===== config.mk =====
export PLATFORM = sky130hd
export DESIGN_NAME = supply_regs
export DESIGN_NICKNAME = d
export VERILOG_FILES = /design/src/hw/supply_regs_pkg.sv /design/src/hw/level_sync.sv /design/src/hw/supply_regs.sv
export SDC_FILE = /design/constraint.sdc
export NUM_CORES = 1
export LEC_CHECK = 0
export ABC_AREA = 1
export BUFFER_PORTS_ARGS = -buffer_cell sky130_fd_sc_hd__buf_2
export CORE_MARGIN = 4
export CORE_UTILIZATION = 59
export DETAILED_ROUTE_END_ITERATION = 10
export HOLD_SLACK_MARGIN = 0.02
export PLACE_DENSITY = 0.77
export SYNTH_ARGS = -nofsm -noshare
export SYNTH_HDL_FRONTEND = slang
export SYNTH_SLANG_ARGS = --single-unit

===== constraint.sdc =====
create_clock -name core_clk -period 4.7 [get_ports core_clk]
set_clock_uncertainty 0.05 [all_clocks]
set_input_delay 0.94 -clock core_clk [delete_from_list [all_inputs] [get_ports core_clk]]
set_output_delay 0.94 -clock core_clk [all_outputs]
set_load 0.02 [all_outputs]

===== src/hw/supply_regs_pkg.sv =====
// constants and types shared by the display supply register bank
package supply_regs_pkg;

  // register offsets and the number of stored settings
  localparam logic [7:0] OFS_IDENT = 8'h00;
  localparam logic [7:0] OFS_TEMP = 8'h01;
  localparam logic [7:0] OFS_CTRL = 8'h02;
  localparam logic [7:0] OFS_MASK = 8'h03;
  localparam logic [7:0] OFS_NV_FIRST = 8'h21;
  localparam logic [7:0] OFS_NV_LAST = 8'h25;
  localparam logic [7:0] OFS_SET_POS = 8'h23;
  localparam logic [7:0] OFS_SET_GON = 8'h24;
  localparam logic [7:0] OFS_SET_GOFF = 8'h25;
  localparam logic [7:0] OFS_PROGRAM = 8'h78;
  localparam logic [7:0] OFS_RELOAD = 8'h79;
  localparam logic [7:0] OFS_RESTART = 8'h7a;
  localparam int NV_DEPTH = 5;

  // control register fields
  localparam int CTRL_PAR_EN_BIT = 7;
  localparam int CTRL_START_BIT = 6;

  // mask register fields, one bit per rail
  localparam int MASK_POS_BIT = 6;
  localparam int MASK_NEG_BIT = 4;
  localparam int MASK_GON_BIT = 2;
  localparam int MASK_GOFF_BIT = 0;
  localparam logic [7:0] MASK_WRITABLE = 8'h55;

  // order of the undervoltage inputs
  localparam int UV_GOFF = 0;
  localparam int UV_GON = 1;
  localparam int UV_NEG = 2;
  localparam int UV_POS = 3;

  // readable width of the narrow stored settings
  localparam logic [7:0] NV_SIX_BITS = 8'h3f;
  localparam logic [7:0] NV_SEVEN_BITS = 8'h7f;

  // values after reset, and the write tally cap
  localparam logic [7:0] MASK_RST = 8'h00;
  localparam logic [7:0] TEMP_RST = 8'h00;
  localparam logic [7:0] NV_RST = 8'h00;
  localparam logic PAR_EN_RST = 1'b0;
  localparam logic [2:0] TALLY_RST = 3'h0;
  localparam logic [2:0] TALLY_MAX = 3'h6;

  // serial framing counts
  localparam logic [3:0] BYTE_BITS = 4'h8;
  localparam logic [3:0] ACK_SLOT = 4'h9;

  typedef enum logic [2:0] {ST_IDLE, ST_DEV, ST_REG, ST_WDATA, ST_RDATA} link_state_t;

endpackage


===== src/hw/level_sync.sv =====
// two flip-flop synchroniser for a group of levels
`timescale 1ns/1ps
module level_sync #(
  parameter int WIDTH = 1,
  parameter logic [WIDTH-1:0] RST_VAL = '0
) (
  input wire logic core_clk,
  input wire logic nrst,
  input wire logic [WIDTH-1:0] async_in,
  output logic [WIDTH-1:0] sync_out
);

  logic [WIDTH-1:0] meta_r;
  logic [WIDTH-1:0] sync_r;

  // first stage feeds only the second stage
  always_ff @(posedge core_clk or negedge nrst) begin
    if (!nrst) begin
      meta_r <= RST_VAL;
      sync_r <= RST_VAL;
    end else begin
      meta_r <= async_in;
      sync_r <= meta_r;
    end
  end

  assign sync_out = sync_r;

endmodule


===== src/hw/supply_regs.sv =====
// serial-bus register bank of a display power supply
`timescale 1ns/1ps

// Contract
// Writing 1 to control bit 6 starts the selected power-on sequence.
// The start bit resets to 0, or to 1 on stand-alone builds, which then start on their own.
// Control bits 5:3 show the non-volatile write tally, which never passes 6.
// Control bits 2:0 return a fixed read-only revision code.
// Offset zero returns a fixed six-bit part code in bits 5:0 and zeros above.
// The temperature register holds the eight-bit reference pin reading and reads 0 after reset.
// The mask register gates each rail undervoltage off the fault pin, bits 6, 4, 2, 0, reset 0.
// An unmasked gate-on undervoltage pulls the fault pin low.
// An unmasked gate-off undervoltage pulls the fault pin low.
// Writes to 0x78, 0x79 and 0x7A trigger program, reload and restart instead of storing.
// With parity enabled, writes need even parity over address, register and payload bytes.
// A parity error sets the error flag, answers NACK and writes nothing.
// With parity enabled the host writes one register per transaction.
// For commands with parity the host adjusts the payload byte, never the command byte.
module supply_regs #(
  parameter logic [6:0] SLAVE_ADDR = 7'h29,
  parameter logic STANDALONE = 1'b0,
  parameter logic [5:0] PART_CODE = 6'h15,  // arbitrary value
  parameter logic [2:0] REV_CODE = 3'h3     // arbitrary value
) (
  input wire logic core_clk,
  input wire logic nrst,
  input wire logic scl_in,
  input wire logic sda_in,
  output logic sda_out,
  output logic sda_oe,
  input wire logic [7:0] temp_sample,
  input wire logic temp_valid,
  input wire logic [3:0] uv_raw,
  output logic fault_out_n,
  output logic seq_start_pulse,
  output logic program_pulse,
  output logic reload_pulse,
  output logic restart_pulse,
  output logic parity_error_flag
);

  logic scl_s;
  logic sda_s;
  logic [3:0] uv_s;
  logic scl_d_r;
  logic sda_d_r;
  logic start_det;
  logic stop_det;
  logic scl_rise;
  logic scl_fall;

  // bus pins and rail comparators arrive from outside the clock domain
  level_sync #(.WIDTH(2), .RST_VAL(2'h3)) u_bus_sync (
    .core_clk(core_clk),
    .nrst(nrst),
    .async_in({scl_in, sda_in}),
    .sync_out({scl_s, sda_s})
  );

  level_sync #(.WIDTH(4), .RST_VAL(4'h0)) u_uv_sync (
    .core_clk(core_clk),
    .nrst(nrst),
    .async_in(uv_raw),
    .sync_out(uv_s)
  );

  // edge history of the synchronised bus lines
  always_ff @(posedge core_clk or negedge nrst) begin
    if (!nrst) begin
      scl_d_r <= 1'b1;
      sda_d_r <= 1'b1;
    end else begin
      scl_d_r <= scl_s;
      sda_d_r <= sda_s;
    end
  end

  assign start_det = scl_s && scl_d_r && sda_d_r && !sda_s;
  assign stop_det = scl_s && scl_d_r && !sda_d_r && sda_s;
  assign scl_rise = scl_s && !scl_d_r;
  assign scl_fall = !scl_s && scl_d_r;

  // bus engine state
  supply_regs_pkg::link_state_t state_r, state_nxt;
  logic [3:0] cnt_r, cnt_nxt;
  logic [7:0] shin_r, shin_nxt;
  logic [7:0] shout_r, shout_nxt;
  logic [7:0] addr_r, addr_nxt;
  logic oe_r, oe_nxt;
  logic par_acc_r, par_acc_nxt;
  logic wr_go;
  logic par_bad;
  logic rd_load;
  logic [7:0] rd_value;

  // register state
  logic par_en_r, par_en_nxt;
  logic start_r, start_nxt;
  logic [2:0] tally_r, tally_nxt;
  logic [7:0] mask_r, mask_nxt;
  logic [7:0] temp_r, temp_nxt;
  logic [7:0] nv_r [supply_regs_pkg::NV_DEPTH];
  logic [7:0] nv_nxt [supply_regs_pkg::NV_DEPTH];
  logic par_err_r, par_err_nxt;
  logic boot_r;
  logic seq_r, seq_nxt;
  logic prog_r, prog_nxt;
  logic reload_r, reload_nxt;
  logic restart_r, restart_nxt;
  logic fault_n_r, fault_n_nxt;
  logic [3:0] mask_vec;

  // read data mux; reserved bits and command offsets read as zero
  always_comb begin
    rd_value = 8'h00;
    case (addr_r)
      // fixed part code
      supply_regs_pkg::OFS_IDENT: rd_value = {2'b00, PART_CODE};
      supply_regs_pkg::OFS_TEMP: rd_value = temp_r;
      // tally and revision in control
      supply_regs_pkg::OFS_CTRL: rd_value = {par_en_r, start_r, tally_r, REV_CODE};
      supply_regs_pkg::OFS_MASK: rd_value = mask_r;
      supply_regs_pkg::OFS_SET_POS: rd_value = nv_r[3'(addr_r - supply_regs_pkg::OFS_NV_FIRST)] & supply_regs_pkg::NV_SIX_BITS;
      supply_regs_pkg::OFS_SET_GON: rd_value = nv_r[3'(addr_r - supply_regs_pkg::OFS_NV_FIRST)] & supply_regs_pkg::NV_SEVEN_BITS;
      supply_regs_pkg::OFS_SET_GOFF: rd_value = nv_r[3'(addr_r - supply_regs_pkg::OFS_NV_FIRST)] & supply_regs_pkg::NV_SIX_BITS;
      default: begin
        if (addr_r >= supply_regs_pkg::OFS_NV_FIRST && addr_r <= supply_regs_pkg::OFS_NV_LAST) begin
          rd_value = nv_r[3'(addr_r - supply_regs_pkg::OFS_NV_FIRST)];
        end
      end
    endcase
  end

  // bus engine: sample on rising scl, change sda on falling scl
  always_comb begin
    state_nxt = state_r;
    cnt_nxt = cnt_r;
    shin_nxt = shin_r;
    shout_nxt = shout_r;
    addr_nxt = addr_r;
    oe_nxt = oe_r;
    par_acc_nxt = par_acc_r;
    wr_go = 1'b0;
    par_bad = 1'b0;
    rd_load = 1'b0;
    if (stop_det) begin
      state_nxt = supply_regs_pkg::ST_IDLE;
      oe_nxt = 1'b0;
    end else if (start_det) begin
      state_nxt = supply_regs_pkg::ST_DEV;
      cnt_nxt = 4'h0;
      oe_nxt = 1'b0;
      par_acc_nxt = 1'b0;
    end else if (state_r != supply_regs_pkg::ST_IDLE) begin
      if (scl_rise) begin
        if (cnt_r < supply_regs_pkg::BYTE_BITS) begin
          shin_nxt = {shin_r[6:0], sda_s};
          cnt_nxt = cnt_r + 4'h1;
        end else if (cnt_r == supply_regs_pkg::BYTE_BITS) begin
          cnt_nxt = supply_regs_pkg::ACK_SLOT;
          // host nack ends a read burst
          if (state_r == supply_regs_pkg::ST_RDATA && sda_s) begin
            state_nxt = supply_regs_pkg::ST_IDLE;
          end
        end
      end else if (scl_fall) begin
        if (cnt_r == supply_regs_pkg::BYTE_BITS) begin
          oe_nxt = 1'b0;
          case (state_r)
            supply_regs_pkg::ST_DEV: begin
              if (shin_r[7:1] == SLAVE_ADDR) begin
                oe_nxt = 1'b1;
                par_acc_nxt = ^shin_r;
                state_nxt = shin_r[0] ? supply_regs_pkg::ST_RDATA : supply_regs_pkg::ST_REG;
              end else begin
                state_nxt = supply_regs_pkg::ST_IDLE;
              end
            end
            supply_regs_pkg::ST_REG: begin
              oe_nxt = 1'b1;
              // top address bit is parity
              addr_nxt = par_en_r ? {1'b0, shin_r[6:0]} : shin_r;
              par_acc_nxt = par_acc_r ^ (^shin_r);
              state_nxt = supply_regs_pkg::ST_WDATA;
            end
            supply_regs_pkg::ST_WDATA: begin
              // odd parity refuses write
              if (par_en_r && (par_acc_r ^ (^shin_r))) begin
                par_bad = 1'b1;
                state_nxt = supply_regs_pkg::ST_IDLE;
              end else begin
                wr_go = 1'b1;
                oe_nxt = 1'b1;
                addr_nxt = addr_r + 8'h01;
              end
            end
            default: begin
            end
          endcase
        end else if (cnt_r == supply_regs_pkg::ACK_SLOT) begin
          cnt_nxt = 4'h0;
          oe_nxt = 1'b0;
          if (state_r == supply_regs_pkg::ST_RDATA) begin
            rd_load = 1'b1;
            shout_nxt = rd_value;
            addr_nxt = addr_r + 8'h01;
            oe_nxt = !rd_value[7];
          end
        end else if (state_r == supply_regs_pkg::ST_RDATA) begin
          oe_nxt = !shout_r[~cnt_r[2:0]];
        end
      end
    end
  end

  always_ff @(posedge core_clk or negedge nrst) begin
    if (!nrst) begin
      state_r <= supply_regs_pkg::ST_IDLE;
      cnt_r <= 4'h0;
      shin_r <= 8'h00;
      shout_r <= 8'h00;
      addr_r <= 8'h00;
      oe_r <= 1'b0;
      par_acc_r <= 1'b0;
    end else begin
      state_r <= state_nxt;
      cnt_r <= cnt_nxt;
      shin_r <= shin_nxt;
      shout_r <= shout_nxt;
      addr_r <= addr_nxt;
      oe_r <= oe_nxt;
      par_acc_r <= par_acc_nxt;
    end
  end

  assign mask_vec = {mask_r[supply_regs_pkg::MASK_POS_BIT], mask_r[supply_regs_pkg::MASK_NEG_BIT],
                     mask_r[supply_regs_pkg::MASK_GON_BIT], mask_r[supply_regs_pkg::MASK_GOFF_BIT]};

  // register file and command side effects
  always_comb begin
    par_en_nxt = par_en_r;
    start_nxt = start_r;
    tally_nxt = tally_r;
    mask_nxt = mask_r;
    temp_nxt = temp_r;
    nv_nxt = nv_r;
    par_err_nxt = par_err_r;
    seq_nxt = 1'b0;
    prog_nxt = 1'b0;
    reload_nxt = 1'b0;
    restart_nxt = 1'b0;
    // unmasked undervoltage pulls fault low
    fault_n_nxt = !(|(uv_s & ~mask_vec));
    // stand-alone build starts itself
    if (!boot_r && start_r) begin
      seq_nxt = 1'b1;
    end
    // latch each reference pin reading
    if (temp_valid) begin
      temp_nxt = temp_sample;
    end
    // sticky parity error flag
    if (par_bad) begin
      par_err_nxt = 1'b1;
    end
    if (wr_go) begin
      case (addr_r)
        supply_regs_pkg::OFS_CTRL: begin
          par_en_nxt = shin_r[supply_regs_pkg::CTRL_PAR_EN_BIT];
          start_nxt = shin_r[supply_regs_pkg::CTRL_START_BIT];
          // writing start runs sequence
          seq_nxt = shin_r[supply_regs_pkg::CTRL_START_BIT];
        end
        supply_regs_pkg::OFS_MASK: mask_nxt = shin_r & supply_regs_pkg::MASK_WRITABLE;
        // program only below tally cap
        supply_regs_pkg::OFS_PROGRAM: begin
          if (tally_r < supply_regs_pkg::TALLY_MAX) begin
            tally_nxt = tally_r + 3'h1;
            prog_nxt = 1'b1;
          end
        end
        supply_regs_pkg::OFS_RELOAD: reload_nxt = 1'b1;
        // restart also drops a stale parity error; no parity error can coincide with a write
        supply_regs_pkg::OFS_RESTART: begin
          restart_nxt = 1'b1;
          par_err_nxt = 1'b0;
        end
        default: begin
          if (addr_r >= supply_regs_pkg::OFS_NV_FIRST && addr_r <= supply_regs_pkg::OFS_NV_LAST) begin
            nv_nxt[3'(addr_r - supply_regs_pkg::OFS_NV_FIRST)] = shin_r;
          end
        end
      endcase
    end
  end

  always_ff @(posedge core_clk or negedge nrst) begin
    if (!nrst) begin
      par_en_r <= supply_regs_pkg::PAR_EN_RST;
      start_r <= STANDALONE;
      tally_r <= supply_regs_pkg::TALLY_RST;
      mask_r <= supply_regs_pkg::MASK_RST;
      temp_r <= supply_regs_pkg::TEMP_RST;
      for (int i = 0; i < supply_regs_pkg::NV_DEPTH; i++) begin
        nv_r[i] <= supply_regs_pkg::NV_RST;
      end
      par_err_r <= 1'b0;
      boot_r <= 1'b0;
      seq_r <= 1'b0;
      prog_r <= 1'b0;
      reload_r <= 1'b0;
      restart_r <= 1'b0;
      fault_n_r <= 1'b1;
    end else begin
      par_en_r <= par_en_nxt;
      start_r <= start_nxt;
      tally_r <= tally_nxt;
      mask_r <= mask_nxt;
      temp_r <= temp_nxt;
      nv_r <= nv_nxt;
      par_err_r <= par_err_nxt;
      boot_r <= 1'b1;
      seq_r <= seq_nxt;
      prog_r <= prog_nxt;
      reload_r <= reload_nxt;
      restart_r <= restart_nxt;
      fault_n_r <= fault_n_nxt;
    end
  end

  // open-drain line: only ever pulled low
  assign sda_out = 1'b0;
  assign sda_oe = oe_r;
  assign fault_out_n = fault_n_r;
  assign seq_start_pulse = seq_r;
  assign program_pulse = prog_r;
  assign reload_pulse = reload_r;
  assign restart_pulse = restart_r;
  assign parity_error_flag = par_err_r;
endmodule


==> key figures, run 1 <==
Detailed routing
  • Final antenna-violating net count: 0
  • Wirelength per Cell: 15.1 um
  • Drc violations: 0
  • Routed via count: 4,840
  • Initial DRT Pass Iterations: 4
  • DRT Wirelength: 13,400 um
  • Drt initial violations: 335
  • Vias per cell: 5.48

GRT
  • Antenna violations before repair: 0
  • Vias in the first global route: 4,499
  • Congestion Overflow GR: 0
  • GRT Util Overall: 0.250
  • First-pass GRT wire length: 22,500 um
  • Largest net degree at the start of global routing: 50

Clocking
  • CTS tree: built
  • CTS resizes: 0
  • Clk slew on worst S/H paths: 0.11 ns
  • Clk sinks: 111
  • Post-CTS setup buffer count: 0
  • H-tree depth: 3
  • Post-CTS Hold Buffers: 0
  • Latest clock arrival within the worst-skew pair: 0.39 ns
  • CTS max path bufs: 2
  • CTS buffer count: 9
  • CTS root buffer: clkbuf_8

Logic synthesis
  • Synth top area cells: dfrtp_1, nand2_1, inv_1
  • Synthesized Nets: 758
  • Synthesized area: 0.00581 mm^2
  • Post-synth top area cell: dfrtp_1
  • Post-Syn Instances: 729
  • Synth Flop Type: dfrtp_1
  • Asr flop ratio synth: 1.00
  • Mapped Avg Cell Area: 7.97 um^2
  • Ys Warns: 0
  • EDFF count, synth: 0
  • Synth Register Bits: 111
  • Sequential share of the synthesized area: 0.480
  • Count leader, synth: nand2_1
  • Most frequent cells after synthesis: nand2_1, dfrtp_1, inv_1
  • Top-area cell type share of the netlist area: 0.448
  • Synth unique cells: 42

Setup path
  • Required @ worst endpoint: 4.96 ns
  • Launching point of the worst reg2reg path: addr_r[0]
  • Reg2Reg Depth: 9
  • Arrival time worst endpoint: 3.19 ns
  • R2R setup slack: 1.78 ns
  • Crit path kind: register to register
  • Crit. End Element: register
  • CP max FO: 13
  • Kind of start point of the critical path: register
  • FF-to-FF End: shout_r[1]

Layout
  • Seq. cell area: 0.00279 mm^2
  • Fillers: 797
  • Fin nets: 779
  • Synthesis-to-finish area growth: 6.74%
  • Multi-input gate area: 0.00260 mm^2
  • Share of layout cells above drive strength 1: 0.118
  • Fin util: 0.659
  • Fin cells: 884
  • Diodes inserted: 0

Place
  • RD Place Congestion: 0.951
  • PortBufs: 23
  • Placed Instances: 868
  • DP Wirelength: 9800 um

Timing
  • Fmax: 342 MHz
  • Final Cycle Share: 0.622
  • Slew margin rel.: 0.335
  • Actual transition at the worst max-transition pin: 0.991 ns
  • Fin. Hold Viols: 0
  • Final setup TNS: 0 ns
  • Post-layout min period: 2.92 ns
  • Finish-stage setup viols: 0
  • RSZ-0062 raised after global routing: no
  • Max-slew violation count: 0

Floorplan
  • Std-Cell Rows: 35
  • Core footprint: 0.00942 mm^2
  • Die Span X: 107 um
  • Total die area: 0.0115 mm^2
  • Starting Density: 0.617
  • Die Y: 107 um
  • Top-Level Pins: 25

Worst hold path
  • WHS Path Cells: 0
  • Hold WC Path Type: register to register
  • Hold Path Origin: u_uv_sync.meta_r[3]
  • Hold endpoint: u_uv_sync.sync_out[3]

Power and ir drop
  • Maximum vdd drop: 0.211 mV
  • Power Dens Cells: 274 mW/mm^2
  • Leakage: 3.02 nW

Flow run
  • Max Cap Viol: 0

Outcome
  • Status: complete, no violations
[flip-flops by register name (all words and copies together), names as in the netlist, 2 cells and up]
| signal | count |
|---|---|
| cnt_r | 4 |
| u_bus_sync.meta_r | 2 |
| addr_r | 8 |
| u_uv_sync.sync_out | 4 |
| shout_r | 8 |
| nv_r | 40 |
| shin_r | 8 |
| temp_r | 8 |
| state_r | 3 |
| tally_r | 3 |
| u_bus_sync.sync_out | 2 |
| u_uv_sync.meta_r | 4 |
| mask_r | 4 |
[how the worst max path moves through the flow]
stage / from / end / slack (ns) / depth (start not counted)
after detailed placement: addr_r[0] / shout_r[0] / 1.96 / 9
after CTS: addr_r[0] / shout_r[1] / 1.79 / 9
after global routing: addr_r[0] / shout_r[1] / 1.54 / 9
final: addr_r[0] / shout_r[1] / 1.78 / 9
after floorplan: cnt_r[0] / nv_r[14] / 2.51 / 12
after global placement: addr_r[0] / shout_r[4] / 2.01 / 9
[worst max-delay path, stage by stage, from the launching register on]
cell	delay, ns
dfrtp_1	0.63
inv_1	0.27
ha_1	0.32
xnor2_2	0.30
nand2_1	0.14
nor2_1	0.49
nand2_1	0.17
nand4_1	0.20
nand2_1	0.08
a31oi_1	0.19
[cell type report]
cell class              count  share of cell area
well taps                 129              0.0260
multi-input cells         519               0.419
clock buffers               9              0.0200
clock inverters             7              0.0137
inverters                  84              0.0508
repair buffers             25              0.0214
flip-flops and latches    111               0.449
[routing by layer]
| metal | up-vias | part of all wire | GRT usage |
|---|---|---|---|
| met2 | 196 | 0.47 | 0.401 |
| met4 | 0 | 0.017 | 0.0658 |
| met3 | 23 | 0.073 | 0.0524 |
| li1 | 2393 | - | - |
| met1 | 2228 | 0.44 | 0.348 |
| met5 | - | 0 | 0 |
[placed cells by master, fill, tap and decap left out, types with 2 or more instances in the layout]
cell type	Yosys	final
dfrtp_1	104	104
o21ai_1	33	33
o211ai_1	5	5
nor2_1	55	55
inv_1	77	77
o21bai_1	3	3
ha_1	12	12
a21oi_1	20	20
inv_2	6	6
xnor2_1	2	2
inv_6	0	2
conb_1	2	2
dfstp_2	7	7
nor3_2	2	2
a31oi_1	3	3
xor2_1	5	5
nand2_2	4	4
o21ai_2	14	14
inv_8	0	2
nand2_1	221	221
nor3_4	2	2
buf_2	2	22
nand4_1	6	6
clkbuf_8	0	9
nand3_1	42	42
nand2_4	6	6
nor4_1	3	3
a211oi_1	5	5
o21ai_0	54	54
clkinvlp_4	0	2
nor3_1	7	7
buf_4	2	3
nand3_2	3	3
[power by group]
| group | internal, mW | switching (mW) | leakage [nW] | total, mW |
|---|---|---|---|---|
| Sequential | 0.975 | 0.0148 | 1.49 | 0.989 |
| Combinational | 0.0268 | 0.0730 | 1.43 | 0.0997 |
| Clock | 0.258 | 0.350 | 0.100 | 0.608 |
| Total | 1.26 | 0.438 | 3.02 | 1.70 |
[metrics by stage]
step / hold WS, ns / total power [mW] / setup slack [ns] / area, um^2
6_report: 0.302 / 1.70 / 1.78 / 6200
5_1_grt: 0.320 / 1.77 / 1.54 / 6200
2_1_floorplan: 0.281 / 1.06 / 2.51 / 5810
4_1_cts: 0.313 / 1.71 / 1.79 / 6200
3_5_place_dp: 0.286 / 1.11 / 1.96 / 5990
3_3_place_gp: 0.282 / 1.10 / 2.01 / 5990
[cell families after synthesis]
| kind of cell | Yosys count | synth area share |
|---|---|---|
| buffers and inverters | 99 | 0.0734 |
| DFF | 111 | 0.480 |
| other | 2 | 0.00129 |
| AOI/OAI and AO/OA | 140 | 0.137 |
| xor gates and xnor gates | 8 | 0.0134 |
| and+or+nand+nor | 357 | 0.269 |
| adders and majority gates | 12 | 0.0258 |
Note: power is estimated with default switching activity, not from simulation.
==> inputs of run 2 (changes only) <==
--- a/config.mk
+++ b/config.mk
@@ -8,10 +8,10 @@
 export ABC_AREA = 1
 export BUFFER_PORTS_ARGS = -buffer_cell sky130_fd_sc_hd__buf_2
 export CORE_MARGIN = 4
-export CORE_UTILIZATION = 59
+export CORE_UTILIZATION = 56
 export DETAILED_ROUTE_END_ITERATION = 10
 export HOLD_SLACK_MARGIN = 0.02
-export PLACE_DENSITY = 0.77
+export PLACE_DENSITY = 0.76
 export SYNTH_ARGS = -nofsm -noshare
 export SYNTH_HDL_FRONTEND = slang
 export SYNTH_SLANG_ARGS = --single-unit
==> constraint.sdc (replaced) <==
create_clock -name core_clk -period 2.4 [get_ports core_clk]
set_clock_uncertainty 0.05 [all_clocks]
set_input_delay 0.48 -clock core_clk [delete_from_list [all_inputs] [get_ports core_clk]]
set_output_delay 0.48 -clock core_clk [all_outputs]
set_load 0.02 [all_outputs]
==> key figures, run 2 (same netlist as run 1, synthesis figures left out) <==
Layout
  • Max FFs per register: 40
  • Fillers: 856
  • Most common cell after layout, fill and taps aside: nand2_1
  • Most frequent cells in the layout: nand2_1, dfrtp_1, inv_1
  • Share of layout cells above drive strength 1: 0.156
  • Diodes inserted: 0
  • Largest Register: nv_r
  • Synthesis-to-finish area growth: 11.0%
  • Fin nets: 804
  • Fin cells: 913

Floorplan
  • Die Span X: 110 um
  • Top-Level Pins: 25
  • Core footprint: 0.00995 mm^2
  • Std-Cell Rows: 36
  • Total die area: 0.0121 mm^2
  • Starting Density: 0.584
  • Die Y: 110 um

GRT
  • First-pass GRT wire length: 22,700 um
  • Largest net degree at the start of global routing: 57
  • GRT Util Overall: 0.247
  • Congestion Overflow GR: 0
  • Vias in the first global route: 4,714
  • Antenna violations before repair: 0

Power and ir drop
  • Leakage: 3.09 nW
  • Power Dens Cells: 496 mW/mm^2
  • Maximum vdd drop: 0.561 mV

Detailed routing
  • Routed via count: 4,931
  • Met2 wire length: 6060 um
  • DRT Wirelength: 13,500 um
  • Wirelength per Cell: 14.8 um
  • Initial DRT Pass Iterations: 5
  • Final antenna-violating net count: 0
  • Drc violations: 0
  • M1 wire length: 6160 um
  • Drt initial violations: 454
  • WL met3: 914 um
  • DR top layer: met4
  • Vias per cell: 5.40

Timing
  • Final Cycle Share: 0.924
  • Max-slew violation count: 0
  • Post-layout min period: 2.22 ns
  • Slew margin rel.: 0.671
  • Finish-stage setup viols: 0
  • Fmax: 451 MHz
  • Actual transition at the worst max-transition pin: 0.488 ns
  • Setup WS post-layout: 0.183 ns
  • Fin. Hold Viols: 0

Setup path
  • R2R setup slack: 0.18 ns
  • Launching point of the worst reg2reg path: scl_d_r
  • Required @ worst endpoint: 2.64 ns
  • Crit path kind: register to register
  • Arrival time worst endpoint: 2.46 ns
  • Reg2Reg Depth: 11
  • Crit. End Element: register
  • FF-to-FF End: nv_r[0]
  • Worst setup path start: scl_d_r
  • CP max FO: 16
  • Kind of start point of the critical path: register

Worst hold path
  • Hold Path Origin: scl_in
  • WHS Path Cells: 1
  • Hold endpoint: u_bus_sync.meta_r[1]
  • Hold WC Path Type: input port to register

Clocking
  • CTS root buffer: clkbuf_8
  • Clk slew on worst S/H paths: 0.10 ns
  • Clk sinks: 111
  • Latest clock arrival within the worst-skew pair: 0.40 ns
  • CTS tree: built
  • CTS buffer count: 9
  • CTS max path bufs: 2
  • H-tree depth: 3

Place
  • RD Place Congestion: 0.904
  • Placed Instances: 890
  • PortBufs: 23
  • Pre-CTS WS: 0.0187 ns
  • DP Wirelength: 10,200 um

Flow run
  • Max Cap Viol: 0

Outcome
  • Status: complete, no violations
==> run 2: cell types whose count changed in the layout (fill, tap and decap cells not counted), sizes merged <==
cell         delta
bufinv          -1
dlygate4sd3     +1
buf            +24
inv             -2
clkinv          +3
==> run 2: repair_timing <==
action / CTS / global route
hold buffers: 1 / 0
buffers inserted: 0 / 6
setup endpoints to repair: 0 / 64
hold endpoints to repair: 28 / 0
gates resized for setup: 0 / 14
==> run 2: where the power goes <==
group	total (mW)	internal [mW]	switching [mW]
logic	0.206	0.0632	0.143
clock network	1.06	0.390	0.668
registers	1.94	1.91	0.0267
==> run 2: cell type report <==
class / count / area, um^2 / area share
tap: 133 / 166 / 0.0258
sequential: 111 / 2790 / 0.432
clock buffer: 9 / 124 / 0.0192
clock inverter: 7 / 55.1 / 0.00854
multi-input combinational: 519 / 2650 / 0.411
inverter: 84 / 319 / 0.0495
timing repair buffer: 50 / 348 / 0.0539
==> run 2: metrics by stage <==
stage               utilization  setup TNS [ns]  total power, mW  cell area [um^2]  hold slack [ns]
global placement          0.617               0             2.17              6150            0.283
finish                    0.648               0             3.20              6450            0.120
detailed placement        0.617               0             2.18              6150            0.288
floorplan                     -               0             2.08              5810            0.134
CTS                       0.636               0             3.24              6330           0.0970
global route              0.648         -0.0283             3.36              6450           0.0903
==> run 2: how the worst max path moves through the flow <==
stage | to | depth (start not counted) | slack (ns)
after global routing | nv_r[36] | 12 | -0.01
final | nv_r[0] | 11 | 0.18
after CTS | addr_r[6] | 11 | 0.001
after detailed placement | addr_r[6] | 11 | 0.02
after global placement | nv_r[7] | 11 | 0.16
after floorplan | nv_r[14] | 12 | 0.21
==> run 2: critical path, stage by stage, from the launching register on <==
cell and delay (ns):
dfstp_2 0.56, inv_1 0.04, ha_1 0.22, nor3_4 0.25, nand2_2 0.12, nor3_4 0.16
nand2_4 0.12, nor2_8 0.15, buf_4 0.16, nand2_8 0.09, nand2_1 0.11, o21ai_2 0.06
==> run 2: layer usage <==
metal,vias up,track usage
met2,130,0.380
met3,32,0.0587
met1,2326,0.335
li1,2443,-
met5,-,0
met4,0,0.102
